<file path="src/adc_frame_pkg.sv">
// Shared types and constants for the serial converter frame logic
package adc_frame_pkg;

	localparam int RESULT_W = 12;
	localparam int EDGE_W   = 5;

	typedef logic [RESULT_W-1:0] code_t;
	typedef logic [EDGE_W-1:0]   edge_cnt_t;

	// Falling-edge numbers within one frame
	localparam edge_cnt_t HOLD_EDGE         = 5'h03;
	localparam edge_cnt_t FIRST_RESULT_EDGE = 5'h04;
	localparam edge_cnt_t LAST_RESULT_EDGE  = 5'h0F;
	localparam edge_cnt_t LAST_EDGE         = 5'h10;
	localparam edge_cnt_t EDGE_ONE          = 5'h01;
	localparam edge_cnt_t EDGE_NONE         = 5'h00;

	localparam code_t CODE_ZERO = 12'h000;
	localparam code_t TRIAL_MSB = 12'h800;
	localparam logic  LEAD_BIT  = 1'h0;

	// Idle pin levels used as synchroniser reset values
	localparam logic CS_IDLE   = 1'h1;
	localparam logic SCLK_IDLE = 1'h0;

	typedef enum logic [1:0] {
		ST_SHUTDOWN,
		ST_TRACK,
		ST_CONVERT,
		ST_DONE
	} frame_state_t;

	typedef struct packed {
		logic cs_n;
		logic sclk;
	} link_in_t;

	typedef struct packed {
		logic data;
		logic oe;
	} serial_pin_t;

	typedef struct packed {
		logic shutdown;
		logic tracking;
		logic converting;
	} frame_status_t;

	typedef struct packed {
		frame_state_t st;
		edge_cnt_t    edges;
		logic         sclk_prev;
		serial_pin_t  pin;
		code_t        code;
		logic         code_valid;
		logic         first_seen;
		logic         untrusted;
	} frame_regs_t;

	localparam frame_regs_t FRAME_REGS_RST = '{
		st: ST_SHUTDOWN, edges: EDGE_NONE, sclk_prev: SCLK_IDLE,
		pin: '{data: LEAD_BIT, oe: 1'h0}, code: CODE_ZERO,
		code_valid: 1'h0, first_seen: 1'h0, untrusted: 1'h1
	};

endpackage

</file>
<file path="src/pin_sync.sv">
// Two-flop synchroniser for pins from outside the system clock domain
`timescale 1ns/1ns
`default_nettype none
module pin_sync #(
	parameter int         W   = 1,
	parameter logic [W-1:0] RST = '0
) (
	input  wire logic         sys_clk,  // System clock
	input  wire logic         resetn,   // Async reset, active low
	input  wire logic [W-1:0] async_in, // Raw pin level
	output logic      [W-1:0] sync_out  // Level after two flops
);
	typedef struct packed {
		logic [W-1:0] meta;
		logic [W-1:0] stable;
	} sync_regs_t;

	sync_regs_t q;
	sync_regs_t d;

	always_comb begin
		d.meta   = async_in;
		d.stable = q.meta;
	end

	always_ff @(posedge sys_clk or negedge resetn) begin
		if (!resetn) begin
			q <= '{meta: RST, stable: RST};
		end else begin
			q <= d;
		end
	end

	assign sync_out = q.stable;
endmodule
`default_nettype wire

</file>
<file path="src/sar_engine.sv">
// Successive-approximation engine: tracks, holds and resolves one bit per step
`timescale 1ns/1ns
`default_nettype none
module sar_engine
	import adc_frame_pkg::*;
(
	input  wire logic                 sys_clk,     // System clock
	input  wire logic                 resetn,      // Async reset, active low
	input  wire logic                 track,       // Follow the input sample
	input  wire logic                 decide,      // Resolve the next bit
	input  wire adc_frame_pkg::code_t sample,      // Digitised input level
	output logic                      decided_bit, // Bit resolved by this step
	output adc_frame_pkg::code_t      held_code,   // Held sample
	output adc_frame_pkg::code_t      result       // Bits resolved so far
);
	typedef struct packed {
		code_t held;
		code_t approx;
		code_t mask;
	} sar_regs_t;

	sar_regs_t q;
	sar_regs_t d;

	// Comparator: is the held level at or above the trial code
	function automatic logic trial_ge(input code_t held, input code_t trial);
		return held >= trial;
	endfunction

	always_comb begin
		d = q;
		if (track) begin
			d.held   = sample;
			d.approx = CODE_ZERO;
			d.mask   = TRIAL_MSB;
		end else if (decide) begin
			if (trial_ge(q.held, q.approx | q.mask)) begin
				d.approx = q.approx | q.mask;
			end
			d.mask = q.mask >> 1;
		end
	end

	always_ff @(posedge sys_clk or negedge resetn) begin
		if (!resetn) begin
			q <= '{held: CODE_ZERO, approx: CODE_ZERO, mask: TRIAL_MSB};
		end else begin
			q <= d;
		end
	end

	assign decided_bit = trial_ge(q.held, q.approx | q.mask);
	assign held_code   = q.held;
	assign result      = q.approx;
endmodule
`default_nettype wire

</file>
<file path="src/adc_frame.sv">
// Serial conversion frame sequencer of a 12-bit converter, clocked by sys_clk and paced by synchronised link clock falls
`timescale 1ns/1ns
`default_nettype none
module adc_frame
	import adc_frame_pkg::*;
(
	input  wire logic                         sys_clk,           // System clock, 100 MHz
	input  wire logic                         resetn,            // Async reset, active low
	input  wire adc_frame_pkg::link_in_t      link_in,           // Chip select and serial clock pins
	input  wire adc_frame_pkg::code_t         analog_input,      // Digitised input level
	output adc_frame_pkg::serial_pin_t        serial_result_out, // Data pin value and enable
	output adc_frame_pkg::code_t              result_code,       // Last completed result
	output logic                              result_valid,      // Pulse: result_code updated
	output logic                              result_untrusted,  // Result is first since reset
	output adc_frame_pkg::frame_status_t      frame_status       // Current frame phase
);
	link_in_t    link_s;
	code_t       sample_s;
	frame_regs_t q;
	frame_regs_t d;
	logic        cs_low;
	logic        sclk_fall;
	edge_cnt_t   next_edge;
	logic        sar_track;
	logic        sar_decide;
	logic        dec_bit;
	code_t       held_code;
	code_t       sar_result;

	pin_sync #(
		.W   (2),
		.RST ({CS_IDLE, SCLK_IDLE})
	) u_link_sync (
		.sys_clk  (sys_clk),
		.resetn   (resetn),
		.async_in (link_in),
		.sync_out (link_s)
	);

	// Input level is taken as quiet around the hold edge, so per-bit sync suffices
	pin_sync #(
		.W   (RESULT_W),
		.RST (CODE_ZERO)
	) u_input_sync (
		.sys_clk  (sys_clk),
		.resetn   (resetn),
		.async_in (analog_input),
		.sync_out (sample_s)
	);

	assign cs_low    = !link_s.cs_n;
	assign sclk_fall = q.sclk_prev && !link_s.sclk;
	assign next_edge = q.edges + EDGE_ONE;

	// Sample follows the input until the hold edge
	assign sar_track  = (q.st == ST_TRACK) || (q.st == ST_SHUTDOWN);
	// One bit resolved per falling edge from edge four to fifteen
	assign sar_decide = (q.st == ST_CONVERT) && sclk_fall && cs_low
		&& (next_edge >= FIRST_RESULT_EDGE)
		&& (next_edge <= LAST_RESULT_EDGE);

	sar_engine u_sar (
		.sys_clk     (sys_clk),
		.resetn      (resetn),
		.track       (sar_track),
		.decide      (sar_decide),
		.sample      (sample_s),
		.decided_bit (dec_bit),
		.held_code   (held_code),
		.result      (sar_result)
	);

	always_comb begin
		d            = q;
		d.sclk_prev  = link_s.sclk;
		d.code_valid = 1'h0;
		if (!cs_low) begin
			// Shutdown: pin released, any partial frame dropped
			d.st       = ST_SHUTDOWN;
			d.edges    = EDGE_NONE;
			d.pin.oe   = 1'h0;
			d.pin.data = LEAD_BIT;
		end else begin
			unique case (q.st)
				ST_SHUTDOWN: begin
					// Frame opens: drive the first leading zero
					d.st       = ST_TRACK;
					d.edges    = EDGE_NONE;
					d.pin.oe   = 1'h1;
					d.pin.data = LEAD_BIT;
				end
				ST_TRACK: begin
					if (sclk_fall) begin
						d.edges    = next_edge;
						d.pin.data = LEAD_BIT;
						if (next_edge == HOLD_EDGE) begin
							d.st = ST_CONVERT;
						end
					end
				end
				ST_CONVERT: begin
					if (sclk_fall) begin
						d.edges = next_edge;
						if (next_edge == LAST_EDGE) begin
							d.st         = ST_DONE;
							d.pin.oe     = 1'h0;
							d.pin.data   = LEAD_BIT;
							d.code       = sar_result;
							d.code_valid = 1'h1;
							d.untrusted  = !q.first_seen;
							d.first_seen = 1'h1;
						end else if (next_edge >= FIRST_RESULT_EDGE) begin
							// MSB first, launched on the falling edge
							d.pin.data = dec_bit;
						end else begin
							d.pin.data = LEAD_BIT;
						end
					end
				end
				ST_DONE: begin
					// Extra clocks after the sixteenth are ignored
					d.pin.oe = 1'h0;
				end
			endcase
		end
	end

	always_ff @(posedge sys_clk or negedge resetn) begin
		if (!resetn) begin
			q <= FRAME_REGS_RST;
		end else begin
			q <= d;
		end
	end

	assign serial_result_out       = q.pin;
	assign result_code             = q.code;
	assign result_valid            = q.code_valid;
	assign result_untrusted        = q.untrusted;
	assign frame_status.shutdown   = (q.st == ST_SHUTDOWN);
	assign frame_status.tracking   = (q.st == ST_TRACK);
	assign frame_status.converting = (q.st == ST_CONVERT);

	// Pin released one cycle after chip select is seen high
	shut_hiz_a: assert property (
		@(posedge sys_clk) disable iff (!resetn)
		!cs_low |=> !serial_result_out.oe && (q.st == ST_SHUTDOWN)
	) else $error("data pin driven while chip select high");

	// Chip select fall opens a frame and drives the pin next cycle
	frame_open_a: assert property (
		@(posedge sys_clk) disable iff (!resetn)
		cs_low && (q.st == ST_SHUTDOWN)
		|=> serial_result_out.oe && (q.st == ST_TRACK) && (q.edges == EDGE_NONE)
	) else $error("frame did not open on chip select fall");

	// Tracking ends exactly at the third falling edge
	hold_third_a: assert property (
		@(posedge sys_clk) disable iff (!resetn)
		cs_low && (q.st == ST_TRACK) && sclk_fall && (next_edge == HOLD_EDGE)
		|=> (q.st == ST_CONVERT) && (q.edges == HOLD_EDGE)
	) else $error("hold not entered at third falling edge");

	// Held sample stays put through the whole conversion
	held_stable_a: assert property (
		@(posedge sys_clk) disable iff (!resetn)
		(q.st == ST_CONVERT) && cs_low |=> $stable(held_code)
	) else $error("held sample changed during conversion");

	// Sixteenth falling edge releases the pin and posts the result
	last_edge_a: assert property (
		@(posedge sys_clk) disable iff (!resetn)
		cs_low && (q.st == ST_CONVERT) && sclk_fall && (next_edge == LAST_EDGE)
		|=> !serial_result_out.oe && result_valid && (q.st == ST_DONE)
	) else $error("pin not released at sixteenth falling edge");

	// First four bits on the pin are zeros
	lead_zeros_a: assert property (
		@(posedge sys_clk) disable iff (!resetn)
		serial_result_out.oe && (q.edges < FIRST_RESULT_EDGE)
		|-> serial_result_out.data == LEAD_BIT
	) else $error("leading bit not zero");

	// Ideal converter: finished code equals the held sample
	code_exact_a: assert property (
		@(posedge sys_clk) disable iff (!resetn)
		result_valid |-> (result_code == held_code)
	) else $error("result code differs from held sample");

	// Result bit on the pin is the one resolved from this frame's sample
	bit_source_a: assert property (
		@(posedge sys_clk) disable iff (!resetn)
		sar_decide |=> serial_result_out.data == $past(dec_bit)
			&& serial_result_out.oe
	) else $error("pin bit not from current conversion");

	// Serial clock ignored while chip select is high
	cs_gate_a: assert property (
		@(posedge sys_clk) disable iff (!resetn)
		!cs_low && sclk_fall |=> (q.edges == EDGE_NONE) && !result_valid
	) else $error("serial clock counted while deselected");

	// Without a falling edge the frame does not advance
	clock_paced_a: assert property (
		@(posedge sys_clk) disable iff (!resetn)
		cs_low && !sclk_fall && (q.st != ST_SHUTDOWN)
		|=> $stable(q.edges) && $stable(q.st)
	) else $error("frame advanced without a serial clock edge");

	// Data pin only changes on falling edges inside a frame
	fall_launch_a: assert property (
		@(posedge sys_clk) disable iff (!resetn)
		cs_low && !sclk_fall && (q.st != ST_SHUTDOWN)
		|=> $stable(serial_result_out.data)
	) else $error("data changed off a falling edge");

	// A shutdown then reselect gives a full frame again
	reselect_a: assert property (
		@(posedge sys_clk) disable iff (!resetn)
		(q.st == ST_SHUTDOWN) ##1 (q.st == ST_TRACK)
		|-> (q.edges == EDGE_NONE) && serial_result_out.oe
	) else $error("frame after shutdown did not restart cleanly");

	// Deselect also suppresses any result pulse
	shut_quiet_a: assert property (
		@(posedge sys_clk) disable iff (!resetn)
		!cs_low |=> !result_valid && frame_status.shutdown
	) else $error("result posted while chip select high");

	// Sample follows the input right up to the hold edge
	track_follow_a: assert property (
		@(posedge sys_clk) disable iff (!resetn)
		cs_low && (q.st == ST_TRACK) |=> held_code == $past(sample_s)
	) else $error("sample not following input while tracking");

	// Third fall takes the last tracked level, not a later one
	hold_take_a: assert property (
		@(posedge sys_clk) disable iff (!resetn)
		cs_low && (q.st == ST_TRACK) && sclk_fall && (next_edge == HOLD_EDGE)
		|=> held_code == $past(sample_s)
	) else $error("sample not taken at the third falling edge");

	// No pin drive once the frame is done
	done_release_a: assert property (
		@(posedge sys_clk) disable iff (!resetn)
		(q.st == ST_DONE) |-> !serial_result_out.oe
	) else $error("data pin driven after the sixteenth falling edge");

	// Falls past the sixteenth change nothing
	done_hold_a: assert property (
		@(posedge sys_clk) disable iff (!resetn)
		cs_low && (q.st == ST_DONE)
		|=> (q.st == ST_DONE) && $stable(q.edges) && !result_valid
	) else $error("frame advanced after the sixteenth falling edge");

	// Pin is driven for the whole live frame
	frame_drive_a: assert property (
		@(posedge sys_clk) disable iff (!resetn)
		((q.st == ST_TRACK) || (q.st == ST_CONVERT)) |-> serial_result_out.oe
	) else $error("data pin released inside a live frame");

	// First result bit is the top bit of the held sample
	msb_first_a: assert property (
		@(posedge sys_clk) disable iff (!resetn)
		sar_decide && (next_edge == FIRST_RESULT_EDGE)
		|=> serial_result_out.data == held_code[RESULT_W-1]
	) else $error("first result bit is not the top bit");

	// Result pulse lasts exactly one cycle
	valid_pulse_a: assert property (
		@(posedge sys_clk) disable iff (!resetn)
		result_valid |=> !result_valid
	) else $error("result pulse longer than one cycle");

	// Posted code only moves together with its pulse
	code_hold_a: assert property (
		@(posedge sys_clk) disable iff (!resetn)
		!result_valid |-> $stable(result_code)
	) else $error("result code changed without a pulse");

	// Edge count only runs while selected
	idle_count_a: assert property (
		@(posedge sys_clk) disable iff (!resetn)
		(q.st == ST_SHUTDOWN) |-> (q.edges == EDGE_NONE)
	) else $error("edge count nonzero in shutdown");

	// Count never passes the last edge of a frame
	count_bound_a: assert property (
		@(posedge sys_clk) disable iff (!resetn)
		q.edges <= LAST_EDGE
	) else $error("edge count beyond the last falling edge");

endmodule
`default_nettype wire

</file>
<file path="config.mk">
export PLATFORM = sky130hd
export DESIGN_NAME = adc_frame
export DESIGN_NICKNAME = d
export VERILOG_FILES = /design/src/adc_frame_pkg.sv /design/src/pin_sync.sv /design/src/sar_engine.sv /design/src/adc_frame.sv
export SDC_FILE = /design/constraint.sdc
export NUM_CORES = 1
export LEC_CHECK = 0
export ABC_AREA = 1
export BUFFER_PORTS_ARGS = -buffer_cell sky130_fd_sc_hd__buf_2
export CAP_MARGIN = 20
export CORE_ASPECT_RATIO = 0.75
export CORE_MARGIN = 1
export CORE_UTILIZATION = 30
export DETAILED_ROUTE_END_ITERATION = 8
export SETUP_SLACK_MARGIN = 0.02
export SYNTH_ARGS = -nofsm -noshare
export SYNTH_HDL_FRONTEND = slang
export SYNTH_SLANG_ARGS = --single-unit
</file>
<file path="constraint.sdc">
create_clock -name sys_clk -period 2.85 [get_ports sys_clk]
set_input_delay 0.1425 -clock sys_clk [delete_from_list [all_inputs] [get_ports sys_clk]]
set_output_delay 0.1425 -clock sys_clk [all_outputs]
set_load 0.01 [all_outputs]
</file>
# ---- Word level (Yosys, flattened, before mapping)
# Cells that the tools add are included.
dict set report word_totals {
  reg_bits 89
  latch_bits 0
  mem_bits_rw 0
  romBits 0
  input_bits 16
  out_inout_bits 19
  elab_cells 69
  mem_count 0
}
dict set report classes {
  add_sub_neg 1
  multipliers 0
  n_div 0
  n_lt_le_gt_ge 3
  eq_ne 9
  n_shift 0
  mux 19
  bitwise_logic 2
  reduce_logical 19
}
# cell count
set ops {}
lappend ops {{2-to-1 mux 24 bit} 2}
lappend ops {{2-to-1 mux 7 bit} 3}
lappend ops {{one-hot mux 7 bit (3 select lines)} 1}
lappend ops {{2-to-1 mux 17 bit} 1}
lappend ops {{2-to-1 mux 16 bit} 1}
lappend ops {{>= comparator 12 bit} 1}
lappend ops {{2-to-1 mux 12 bit} 1}
lappend ops {{inequality test 3 x 1 -> 1 bit, second input constant} 4}
lappend ops {{OR 12 bit} 1}
lappend ops {{nonzero test 4 bit} 2}
lappend ops {{2-to-1 mux 2 bit} 3}
lappend ops {{2-to-1 mux 3 bit} 2}
lappend ops {{one-hot mux 1 bit (3 select lines)} 2}
lappend ops {{AND reduction 3 bit} 2}
lappend ops {{adder 5 x 1 -> 5 bit, second input constant} 1}
lappend ops {{equality test 5 x 2 -> 1 bit, second input constant} 1}
lappend ops {{equality test 5 bit, second input constant} 1}
lappend ops {{>= comparator 5 x 3 -> 1 bit, second input constant} 1}
lappend ops {{less-or-equal comparator 5 x 4 -> 1 bit, second input constant} 1}
lappend ops {{logical AND 1 bit} 5}
lappend ops {{AND reduction 5 bit} 1}
lappend ops {{equality test 2 bit, second input constant} 2}
lappend ops {{AND reduction 4 bit} 1}
lappend ops {{nonzero test 2 bit} 2}
lappend ops {{other kinds (7)} 11}

# ---- Longest topological paths before layout
# Gate-level depths: netlist (run 1).
dict set report depth {
  depth_word 8
  depth_mapped 11
  ltp_nobuf 11
}

# ---- Modules after synthesis
# Synthesis (run 1) repeated with hierarchy kept, for this count alone.
dict set report hier_totals {
  cells_unflattened 421
  area_unflattened_um2 4000.1
}
# mod n_inst cells_each area_per_inst_um2 seq_area_each_um2
set modules_own_cells {}
lappend modules_own_cells {sar_engine 1 227 1921.8 902.1}
lappend modules_own_cells {adc_frame 1 166 1375.1 626.9}
lappend modules_own_cells {{pin_sync (u_input_sync)} 1 24 600.6 600.6}
lappend modules_own_cells {{pin_sync (u_link_sync)} 1 4 102.6 102.6}

# ---- Worst setup path after synthesis (run 1)
# Ideal clock, no wire load.
dict set report synth_timing {
  path_type {register to register}
  start {reg u_sar.q[11] (netlist name)}
  end {reg u_sar.q (netlist bit u_sar.result[1])}
  setup_time_ps 66
  arrival_time_ps 1622
  t_required_ps 2784
  setup_slack_ps 1163
  path_stages_with_launch 11
  period_less_slack_ps 1687
  path_cell_list {dfstp_2 > nor2_1 > ha_1 > nand2_1 > nor2_1 > and2_1 > nand2_1 > nand4_1 > buf_2 > nand3_1 > nand2_1}
}
dict set report synth_between {
  elab_chain_len 4
}
# element line
set synth_rtl {}
lappend synth_rtl {{start, declared} sar_engine.sv:22} ;# sar_regs_t q;
lappend synth_rtl {{start signal, assigned} sar_engine.sv:46} ;# q <= '{held: CODE_ZERO, approx: CODE_ZERO, mask: TRIAL_MSB};
lappend synth_rtl {{OR 12 bit} sar_engine.sv:37} ;# if (trial_ge(q.held, q.approx | q.mask)) begin
lappend synth_rtl {{>= comparator 12 bit} sar_engine.sv:27} ;# return held >= trial;
lappend synth_rtl {{nonzero test 2 bit (no source line)} --}
lappend synth_rtl {{AND reduction 2 bit (no source line)} --}
# Every way passes these cells.
# A chain may end at the register's enable or synchronous reset.

# ---- Final worst setup path (run 1)
dict set report layout_timing {
  start {reg u_sar.q (netlist bit u_sar.result[5])}
  end {reg u_sar.q (netlist bit u_sar.result[0])}
}
# Same word-level chain as after synthesis.

==> results of run 1 <==
-- state kept, by name (all words and copies together) (netlist names), 2 cells and up --
name                   cells
u_input_sync.d            12
q                          9
result_code               12
u_sar.result              12
u_sar.held_code           12
u_link_sync.d              2
u_link_sync.sync_out       2
u_sar.q                   12
u_input_sync.sync_out     12
serial_result_out          2
-- worst max-delay path by stage --
stage                    start              end  slack [ns]  cells after the start
6_report       u_sar.result[5]  u_sar.result[0]        0.65                      8
2_1_floorplan      u_sar.q[11]  u_sar.result[1]        1.16                     10
3_5_place_dp       u_sar.q[11]  u_sar.result[0]        0.70                      9
5_1_grt        u_sar.result[1]  u_sar.result[0]        0.50                      8
4_1_cts            u_sar.q[11]  u_sar.result[0]        0.67                      9
3_3_place_gp       u_sar.q[11]  u_sar.result[3]        0.79                      9
-- metrics by stage --
step	instance area (µm²)	power, W	worst slack (ns)
final	4490	0.00344	0.647
after global routing	4490	0.00369	0.498
after CTS	4490	0.00349	0.674
after detailed placement	4060	0.00237	0.703
after global placement	4060	0.00233	0.787
after floorplan	3820	0.00209	1.16
-- placed cells by master, fill, tap and decap left out, types with 4 or more instances in the layout --
cell type / instances
nand2_1: 141
dfrtp_1: 85
inv_1: 36
nor2_1: 35
buf_2: 33
nand3_1: 21
o21ai_0: 20
ha_1: 19
dlygate4sd3_1: 15
clkbuf_16: 9
nand4_1: 6
a21oi_1: 6
buf_4: 5
dfstp_2: 4
-- critical path: cells and delay by family, from the launching register on --
| kind | cells | cell delay (ns) |
|---|---|---|
| AND/OR/NAND/NOR | 5 | 1.15 |
| flip-flops | 1 | 0.39 |
| adder cells (fa/ha/maj) | 1 | 0.29 |
| AO/OA/AOI/OAI | 2 | 0.25 |
-- cell type report --
| type | instances | area share |
|---|---|---|
| Clock buffer | 14 | 0.0588 |
| Clock inverter | 2 | 0.00279 |
| Inverter | 38 | 0.0318 |
| Tap cell | 166 | 0.0463 |
| Multi-Input combinational cell | 264 | 0.285 |
| Sequential cell | 89 | 0.497 |
| Timing Repair Buffer | 53 | 0.0786 |
-- cell families after synthesis --
family	share of synthesized area
adders and majority gates	0.0623
and+or+nand+nor	0.227
buffers and inverters	0.0803
AOI/OAI and AO/OA	0.0456
DFF	0.585
-- power by group --
group          switching [W]  internal (W)  total [W]
registers          0.0000905       0.00140    0.00149
logic               0.000584      0.000286   0.000871
clock network       0.000448      0.000637    0.00109
total                0.00112       0.00232    0.00344
-- metal layers --
metal	part of all wire	vias up	routed length, µm
met5	0	-	0
met4	0.021	0	153
met3	0.051	12	377
met2	0.41	66	3040
met1	0.51	1241	3770
li1	-	1361	-
==> results.md, run 1 <==
- Die Y: 99.7 µm
- Crit share post-route: 0.773
- Leading area contributor after synthesis: dfrtp_1
- Startpoint types: flip-flop
- Clock sink count: 89
- Worst vdd ir: 0.000402 V
- RSZ-0062 raised after global routing: false
- Non-Filler Instances: 626
- DRC: 0
- Hold WC Path Type: reg -> reg
- H-tree depth: 3
- Net Count, Synth: 449
- Cells after synthesis: 414
- # setup viols final: 0
- FFs w/ async S/R, synth: 1.00
- Critical path, cell by cell: nor2_1, ha_1, a21oi_1, o21ai_0, nand2_1, nand4_1, nand3_1, nand2_1
- Synth top area cells: dfrtp_1 (56%), nand2_1 (14%), ha_1 (6.2%), inv_1 (3.5%), nor2_1 (3.4%)
- Ratio of cells with drive above 1 in the final layout: 0.139
- Grt ovf: 0
- Fillers: 1300
- Max Clk Rate: 454 MHz
- Met3 usage: 0.0382
- TritonCTS clock tree: built
- Min Tclk post-route: 2.20 ns
- Initial core utilization: 0.309
- Hold_buf cts: 15
- Vias in the first global route: 2682
- Global route hottest layer: met2
- Syn. warnings: 0
- Total wire length: 7340 µm
- I/O Pins: 35
- Detailed placement HPWL: 5050 µm
- Post-CTS Resized: 0
- Worst hold endpoint: u_input_sync.sync_out[7]
- R2R cell count: 8
- FF-to-FF End: u_sar.result[0]
- Die Wd: 132 µm
- Leak: 2.31 nW
- Total Negative Setup Slacks: 0 ns
- Synth Area per Inst: 9.22 µm²
- Post-synth cell types: 26
- Crit path kind: reg -> reg
- Synth Register Bits: 89
- Initial antenna violation count: 0
- Area of the multi-input gates: 1280 µm²
- Fin. max-slew vios: 0
- Crit path max-delay cell type: nand4_1
- Met1 Track Usage GR: 0.172
- Drt initial violations: 168
- Clock Tree Buf Depth: 2
- Die area: 13200 µm²
- Tightest Pin Transition: 0.768 ns
- Met2 Use GR: 0.185
- N_diodes: 0
- Clock transition at path regs: 0.06 ns
- Routed WL per cell: 11.7 µm
- Crit path top cell by count: nand2_1
- Status: complete, no violations
- Vias: 2680
- Crit end category: flip-flop
- Synth top area share: 0.557
- Post-synth EDFFs: 0
- Most frequent cell after synthesis: nand2_1
- Final hold vios: 0
- CTS Root Cell: clkbuf_16
- Fin Clk Skew: 0.00629 ns
- Postcts setup bufs: 0
- Synthesis-to-layout area growth: 17.6%
- Sequential element share of the synthesized area: 0.585
- R2r startpoint: u_sar.result[5]
- R2r setup slk: 0.65 ns
- Max-slew headroom: 0.488
- First-pass GRT wire length: 13000 µm
- Rows: 35
- First-pass DRT Iterations: 4
- FF/Latch Area: 2230 µm²
- GR Util All Layers: 0.127
- MaxCap Viol Count: 0
- Min-Delay Path Depth: 0
- Critical Path RT: 3.07 ns
- TritonCTS buffer count: 9
- Power density over the cells: 767 nW/µm²
- Cell Area, Synth: 3820 µm²
- Placeable core area: 12300 µm²
- Main synth FF type: dfrtp_1
- Max incr delay on CP: 0.53 ns
- Crit Path Max Fanout: 13
- Hold_ws: 0.348 ns
- # port buffers: 34
- Nets@finish: 490
- CP Data Arrival Time: 2.43 ns
- Global placement routability congestion: 0.778
- Synth cell count leaders: nand2_1 (141), dfrtp_1 (85), inv_1 (36)
- Final core utilization: 0.364
- Dpl cells: 595
- Post-route ant nets: 0
- Clk_lat worst skew: 0.34 ns
- Via density per instance: 4.28
- Min-delay src: u_input_sync.d[7]
- Largest net degree at the start of global routing: 63
(Power assumes the default switching activity.)
==> run 2, diff against run 1 <==
==> constraint.sdc (replaced) <==
create_clock -name sys_clk -period 2.1 [get_ports sys_clk]
set_input_delay 0.105 -clock sys_clk [delete_from_list [all_inputs] [get_ports sys_clk]]
set_output_delay 0.105 -clock sys_clk [all_outputs]
set_load 0.01 [all_outputs]
==> results.md, run 2 (same netlist as run 1, synthesis figures left out) <==
- Nets@finish: 493
- Startpoint types: flip-flop
- Fin Clk Skew: 0.00909 ns
- CP top delay family: simple AND/OR/NAND/NOR gates
- Area after DPL: 4100 µm²
- Via density per instance: 4.23
- Max Clk Rate: 546 MHz
- Clk_lat worst skew: 0.34 ns
- Status: complete, no violations
- Clock Power Share: 0.358
- # setup viols final: 0
- Crit Path Max Fanout: 13
- Clock transition at path regs: 0.06 ns
- R2r startpoint: q[19]
- Synthesis-to-layout area growth: 20.1%
- DRC: 0
- Die Y: 99.7 µm
- Die Wd: 132 µm
- P_sw: 0.00156 W
- Vias in the first global route: 2524
- Min Tclk post-route: 1.83 ns
- Max incr delay on CP: 0.45 ns
- First-pass DRT Iterations: 5
- Rows: 35
- Crit share post-route: 0.871
- Initial antenna violation count: 0
- Crit path kind: reg -> reg
- Dpl cells: 598
- Non-Filler Instances: 629
- Tightest Pin Transition: 0.450 ns
- Critical path startpoint: q[19]
- Post-route ant nets: 0
- Leak: 2.36 nW
- Worst vdd ir: 0.000535 V
- Total wire length: 7070 µm
- Clock sink count: 89
- # port buffers: 34
- TritonCTS clock tree: built
- Routed WL per cell: 11.2 µm
- MaxCap Viol Count: 0
- Comb power frac: 0.236
- Fillers: 1267
- I/O Pins: 35
- N_diodes: 0
- Seq pwr share: 0.405
- R2r setup slk: 0.27 ns
- Largest net degree at the start of global routing: 77
- Fin. max-slew vios: 0
- CP Buf/Inv Count: 1
- Crit end category: flip-flop
- Crit path max-delay cell type: dfrtp_1
- Critical Path RT: 2.32 ns
- Most frequent cells in the layout: nand2_1 (141), dfrtp_1 (85), inv_1 (36)
- Switching Fraction: 0.315
- First-pass GRT wire length: 12300 µm
- Die area: 13200 µm²
- Final instance area: 4580 µm²
- Internal Power: 0.00340 W
- Most common cell after layout, fill and taps aside: nand2_1
- Initial core utilization: 0.309
- Crit path top cell by count: nand2_1
- FF/Latch Area: 2230 µm²
- Total Power: 0.00496 W
- TritonCTS buffer count: 9
- H-tree depth: 3
- Total Negative Setup Slacks: 0 ns
- Hold WC Path Type: in -> async
- FF-to-FF End: q[1]
- Max-slew headroom: 0.698
- CTS Root Cell: clkbuf_16
- Area of the multi-input gates: 1280 µm²
- Critical path, cell by cell: ha_1, nand3_1, nand2_1, nand2_1, nand2_1, nor2_2, nand2_2, inv_2, or2_2
- RSZ-0062 raised after global routing: false
- Detailed placement HPWL: 4970 µm
- Global placement routability congestion: 0.742
- GR Util All Layers: 0.121
- Clock Tree Buf Depth: 2
- CP Data Arrival Time: 2.05 ns
- Worst slack at placement: 0.293 ns
- Ratio of cells with drive above 1 in the final layout: 0.151
- PnR worst setup slack: 0.270 ns
- Placeable core area: 12300 µm²
- Grt ovf: 0
- Final hold vios: 0
- Drt initial violations: 119
- Power density over the cells: 1080 nW/µm²
- Vias: 2659
- R2R cell count: 9
-- run 2: cell types whose count changed in the layout (fill, tap and decap cells not counted) --
cell	delta
clkbuf_8	-1
buf_4	+2
buf_12	+1
clkinv_2	-1
inv_6	+4
clkinvlp_4	-1
bufinv_16	+2
clkbuf_1	-3
-- run 2: worst max-delay path by stage --
stage	slack [ns]	to	depth (start not counted)
finish	0.27	q[1]	9
global route	0.08	u_sar.q[4]	9
CTS	0.28	q[1]	9
detailed placement	0.29	q[1]	9
global placement	0.32	serial_result_out[1]	10
floorplan	0.41	u_sar.result[1]	10
-- run 2: layout make-up --
class	instances	share of cell area
well taps	166	0.0453
flip-flops and latches	89	0.487
clock inverters	6	0.0207
repair buffers	56	0.0846
inverters	38	0.0311
multi-input cells	264	0.279
clock buffers	10	0.0521
-- run 2: stage by stage --
step | hold WS (ns) | utilization
floorplan | -0.191 | -
global placement | -0.0349 | 0.332
detailed placement | -0.0332 | 0.332
CTS | 0.139 | 0.371
global route | 0.147 | 0.371
finish | 0.149 | 0.371
-- run 2: power by group through the flow --
stage | Combinational (W) | Sequential [W] | Clock, W
detailed placement | 0.00117 | 0.00204 | 0
global placement | 0.00115 | 0.00203 | 0
global route | 0.00136 | 0.00203 | 0.00191
floorplan | 0.000834 | 0.00201 | 0
finish | 0.00117 | 0.00201 | 0.00178
CTS | 0.00120 | 0.00201 | 0.00183
-- run 2: layer usage --
metal  track usage  vias to the layer above  wire (µm)
li1              -                     1377          -
met1         0.170                     1216       3670
met2         0.170                       61       2900
met3        0.0459                        5        439
met4        0.0389                        0         61
met5             0                        -          0
-- run 2: timing repair --
item / 4_1_cts / 5_1_grt
resized for setup: 0 / 0
hold buffers: 15 / 0
endpoints found under the hold margin: 100 / 0
buffers inserted: 0 / 0
==> run 3, diff against run 2 <==
--- a/config.mk
+++ b/config.mk
@@ -10,8 +10,9 @@
 export CAP_MARGIN = 20
 export CORE_ASPECT_RATIO = 0.75
 export CORE_MARGIN = 1
-export CORE_UTILIZATION = 30
+export CORE_UTILIZATION = 55
 export DETAILED_ROUTE_END_ITERATION = 8
+export PLACE_DENSITY = 0.75
 export SETUP_SLACK_MARGIN = 0.02
 export SYNTH_ARGS = -nofsm -noshare
 export SYNTH_HDL_FRONTEND = slang
==> results.md, run 3 (same netlist as run 1, synthesis figures left out) <==
- Status: complete, no violations
- Ratio of cells with drive above 1 in the final layout: 0.147
- Power density over the cells: 1020 nW/µm²
- Clock Tree Buf Depth: 2
- TritonCTS clock tree: built
- Critical path, cell by cell: inv_1, ha_1, inv_1, nor2_2, nand2_1, nand2_1, nor2_4, o211ai_1, o21ai_1
- Initial antenna violation count: 0
- MaxCap Viol Count: 0
- Max-slew headroom: 0.629
- I/O Pins: 35
- Crit Path Max Fanout: 9
- Clock sink count: 89
- FF-to-FF End: q[18]
- Placeable core area: 6510 µm²
- Hold_ws: 0.266 ns
- Initial core utilization: 0.587
- First-pass DRT Iterations: 6
- Die Wd: 98.2 µm
- Max Clk Rate: 514 MHz
- N_diodes: 0
- CTS Root Cell: clkbuf_8
- Total Negative Setup Slacks: 0 ns
- Drt initial violations: 147
- Crit share post-route: 0.927
- Die Y: 74.2 µm
- Max incr delay on CP: 0.41 ns
- H-tree depth: 3
- Min Tclk post-route: 1.95 ns
- Fin. max-slew vios: 0
- Worst vdd ir: 0.000578 V
- DRC: 0
- Global placement routability congestion: 0.878
- TritonCTS buffer count: 9
- Vias in the first global route: 2616
- Hold WC Path Type: in -> async
- R2r setup slk: 0.15 ns
- CP Data Arrival Time: 2.21 ns
- Most common cell after layout, fill and taps aside: nand2_1
- First-pass GRT wire length: 12100 µm
- Critical Path RT: 2.36 ns
- Postcts setup bufs: 0
- Most frequent cells in the layout: nand2_1 (141), dfrtp_1 (85), inv_1 (36)
- # port buffers: 34
- R2R cell count: 9
- Detailed placement HPWL: 4780 µm
- R2r startpoint: q[23]
- Critical path startpoint: q[23]
- Via density per instance: 5.05
- RSZ-0062 raised after global routing: false
- Crit path kind: reg -> reg
- Largest net degree at the start of global routing: 48
- GR Util All Layers: 0.219
- Die area: 7280 µm²
- Rows: 25
- CP Buf/Inv Count: 2
- Vias: 2740
- Final hold vios: 0
- Startpoint types: flip-flop
- Clock transition at path regs: 0.09 ns
- Fin Clk Skew: 0.00817 ns
- # setup viols final: 0
- Total wire length: 6950 µm
- Synthesis-to-layout area growth: 14.4%
- Crit path max-delay cell type: dfrtp_1
- Clk_lat worst skew: 0.36 ns
- Grt ovf: 0
- Leak: 2.30 nW
- Crit end category: flip-flop
- CP top delay family: compound AO/OA/AOI/OAI gates
- Routed WL per cell: 12.8 µm
- Nets@finish: 492
- Post-route ant nets: 0
- Tightest Pin Transition: 0.553 ns
[run 3: cell types whose count changed in the layout (fill, tap and decap cells not counted)]
cell,before,now
clkbuf_16,9,0
clkbuf_8,1,9
buf_4,7,5
inv_6,4,2
buf_12,1,2
clkbuf_1,0,1
clkinv_2,0,1
clkinvlp_4,0,1
o21ai_0,20,19
o21ai_1,2,3
[run 3: area by class of cell]
class | instances | area, µm²
repair buffers | 55 | 393
clock inverters | 6 | 90.1
flip-flops and latches | 89 | 2230
well taps | 81 | 101
multi-input cells | 264 | 1280
inverters | 38 | 143
clock buffers | 10 | 128
fillers | 533 | 2140
[run 3: repair_timing]
| item | CTS | global route |
|---|---|---|
| hold endpoints to repair | 55 | 0 |
| gates resized for setup | 0 | 1 |
| hold buffers | 15 | 0 |
| endpoints found under the setup margin | 0 | 1 |
[run 3: per-stage QoR]
step	instance area, µm²	std cells	setup WS (ns)	total power, W	utilization
floorplan	3820	414	0.413	0.00284	-
CTS	4370	543	0.134	0.00451	0.671
global placement	4000	512	0.325	0.00314	0.614
finish	4370	543	0.154	0.00447	0.671
global route	4370	543	0.0405	0.00479	0.671
detailed placement	4000	512	0.235	0.00320	0.614
[run 3: worst max path at each step]
stage	depth (start not counted)	slack, ns	endpoint
floorplan	10	0.41	u_sar.result[1]
global placement	11	0.33	u_sar.result[11]
detailed placement	10	0.24	result_code[7]
CTS	9	0.13	q[18]
global route	9	0.04	q[19]
finish	9	0.15	q[18]
[run 3: metal layers]
| layer | wire (µm) | vias to the layer above | GRT usage |
|---|---|---|---|
| met5 | 0 | - | 0 |
| met4 | 144 | 0 | 0.0879 |
| met3 | 464 | 14 | 0.0573 |
| met2 | 3130 | 89 | 0.341 |
| met1 | 3210 | 1265 | 0.299 |
| li1 | - | 1372 | - |
[run 3: power breakdown]
part | internal (W) | switching (W)
registers | 0.00189 | 0.000119
logic | 0.000414 | 0.000770
clock network | 0.000677 | 0.000600
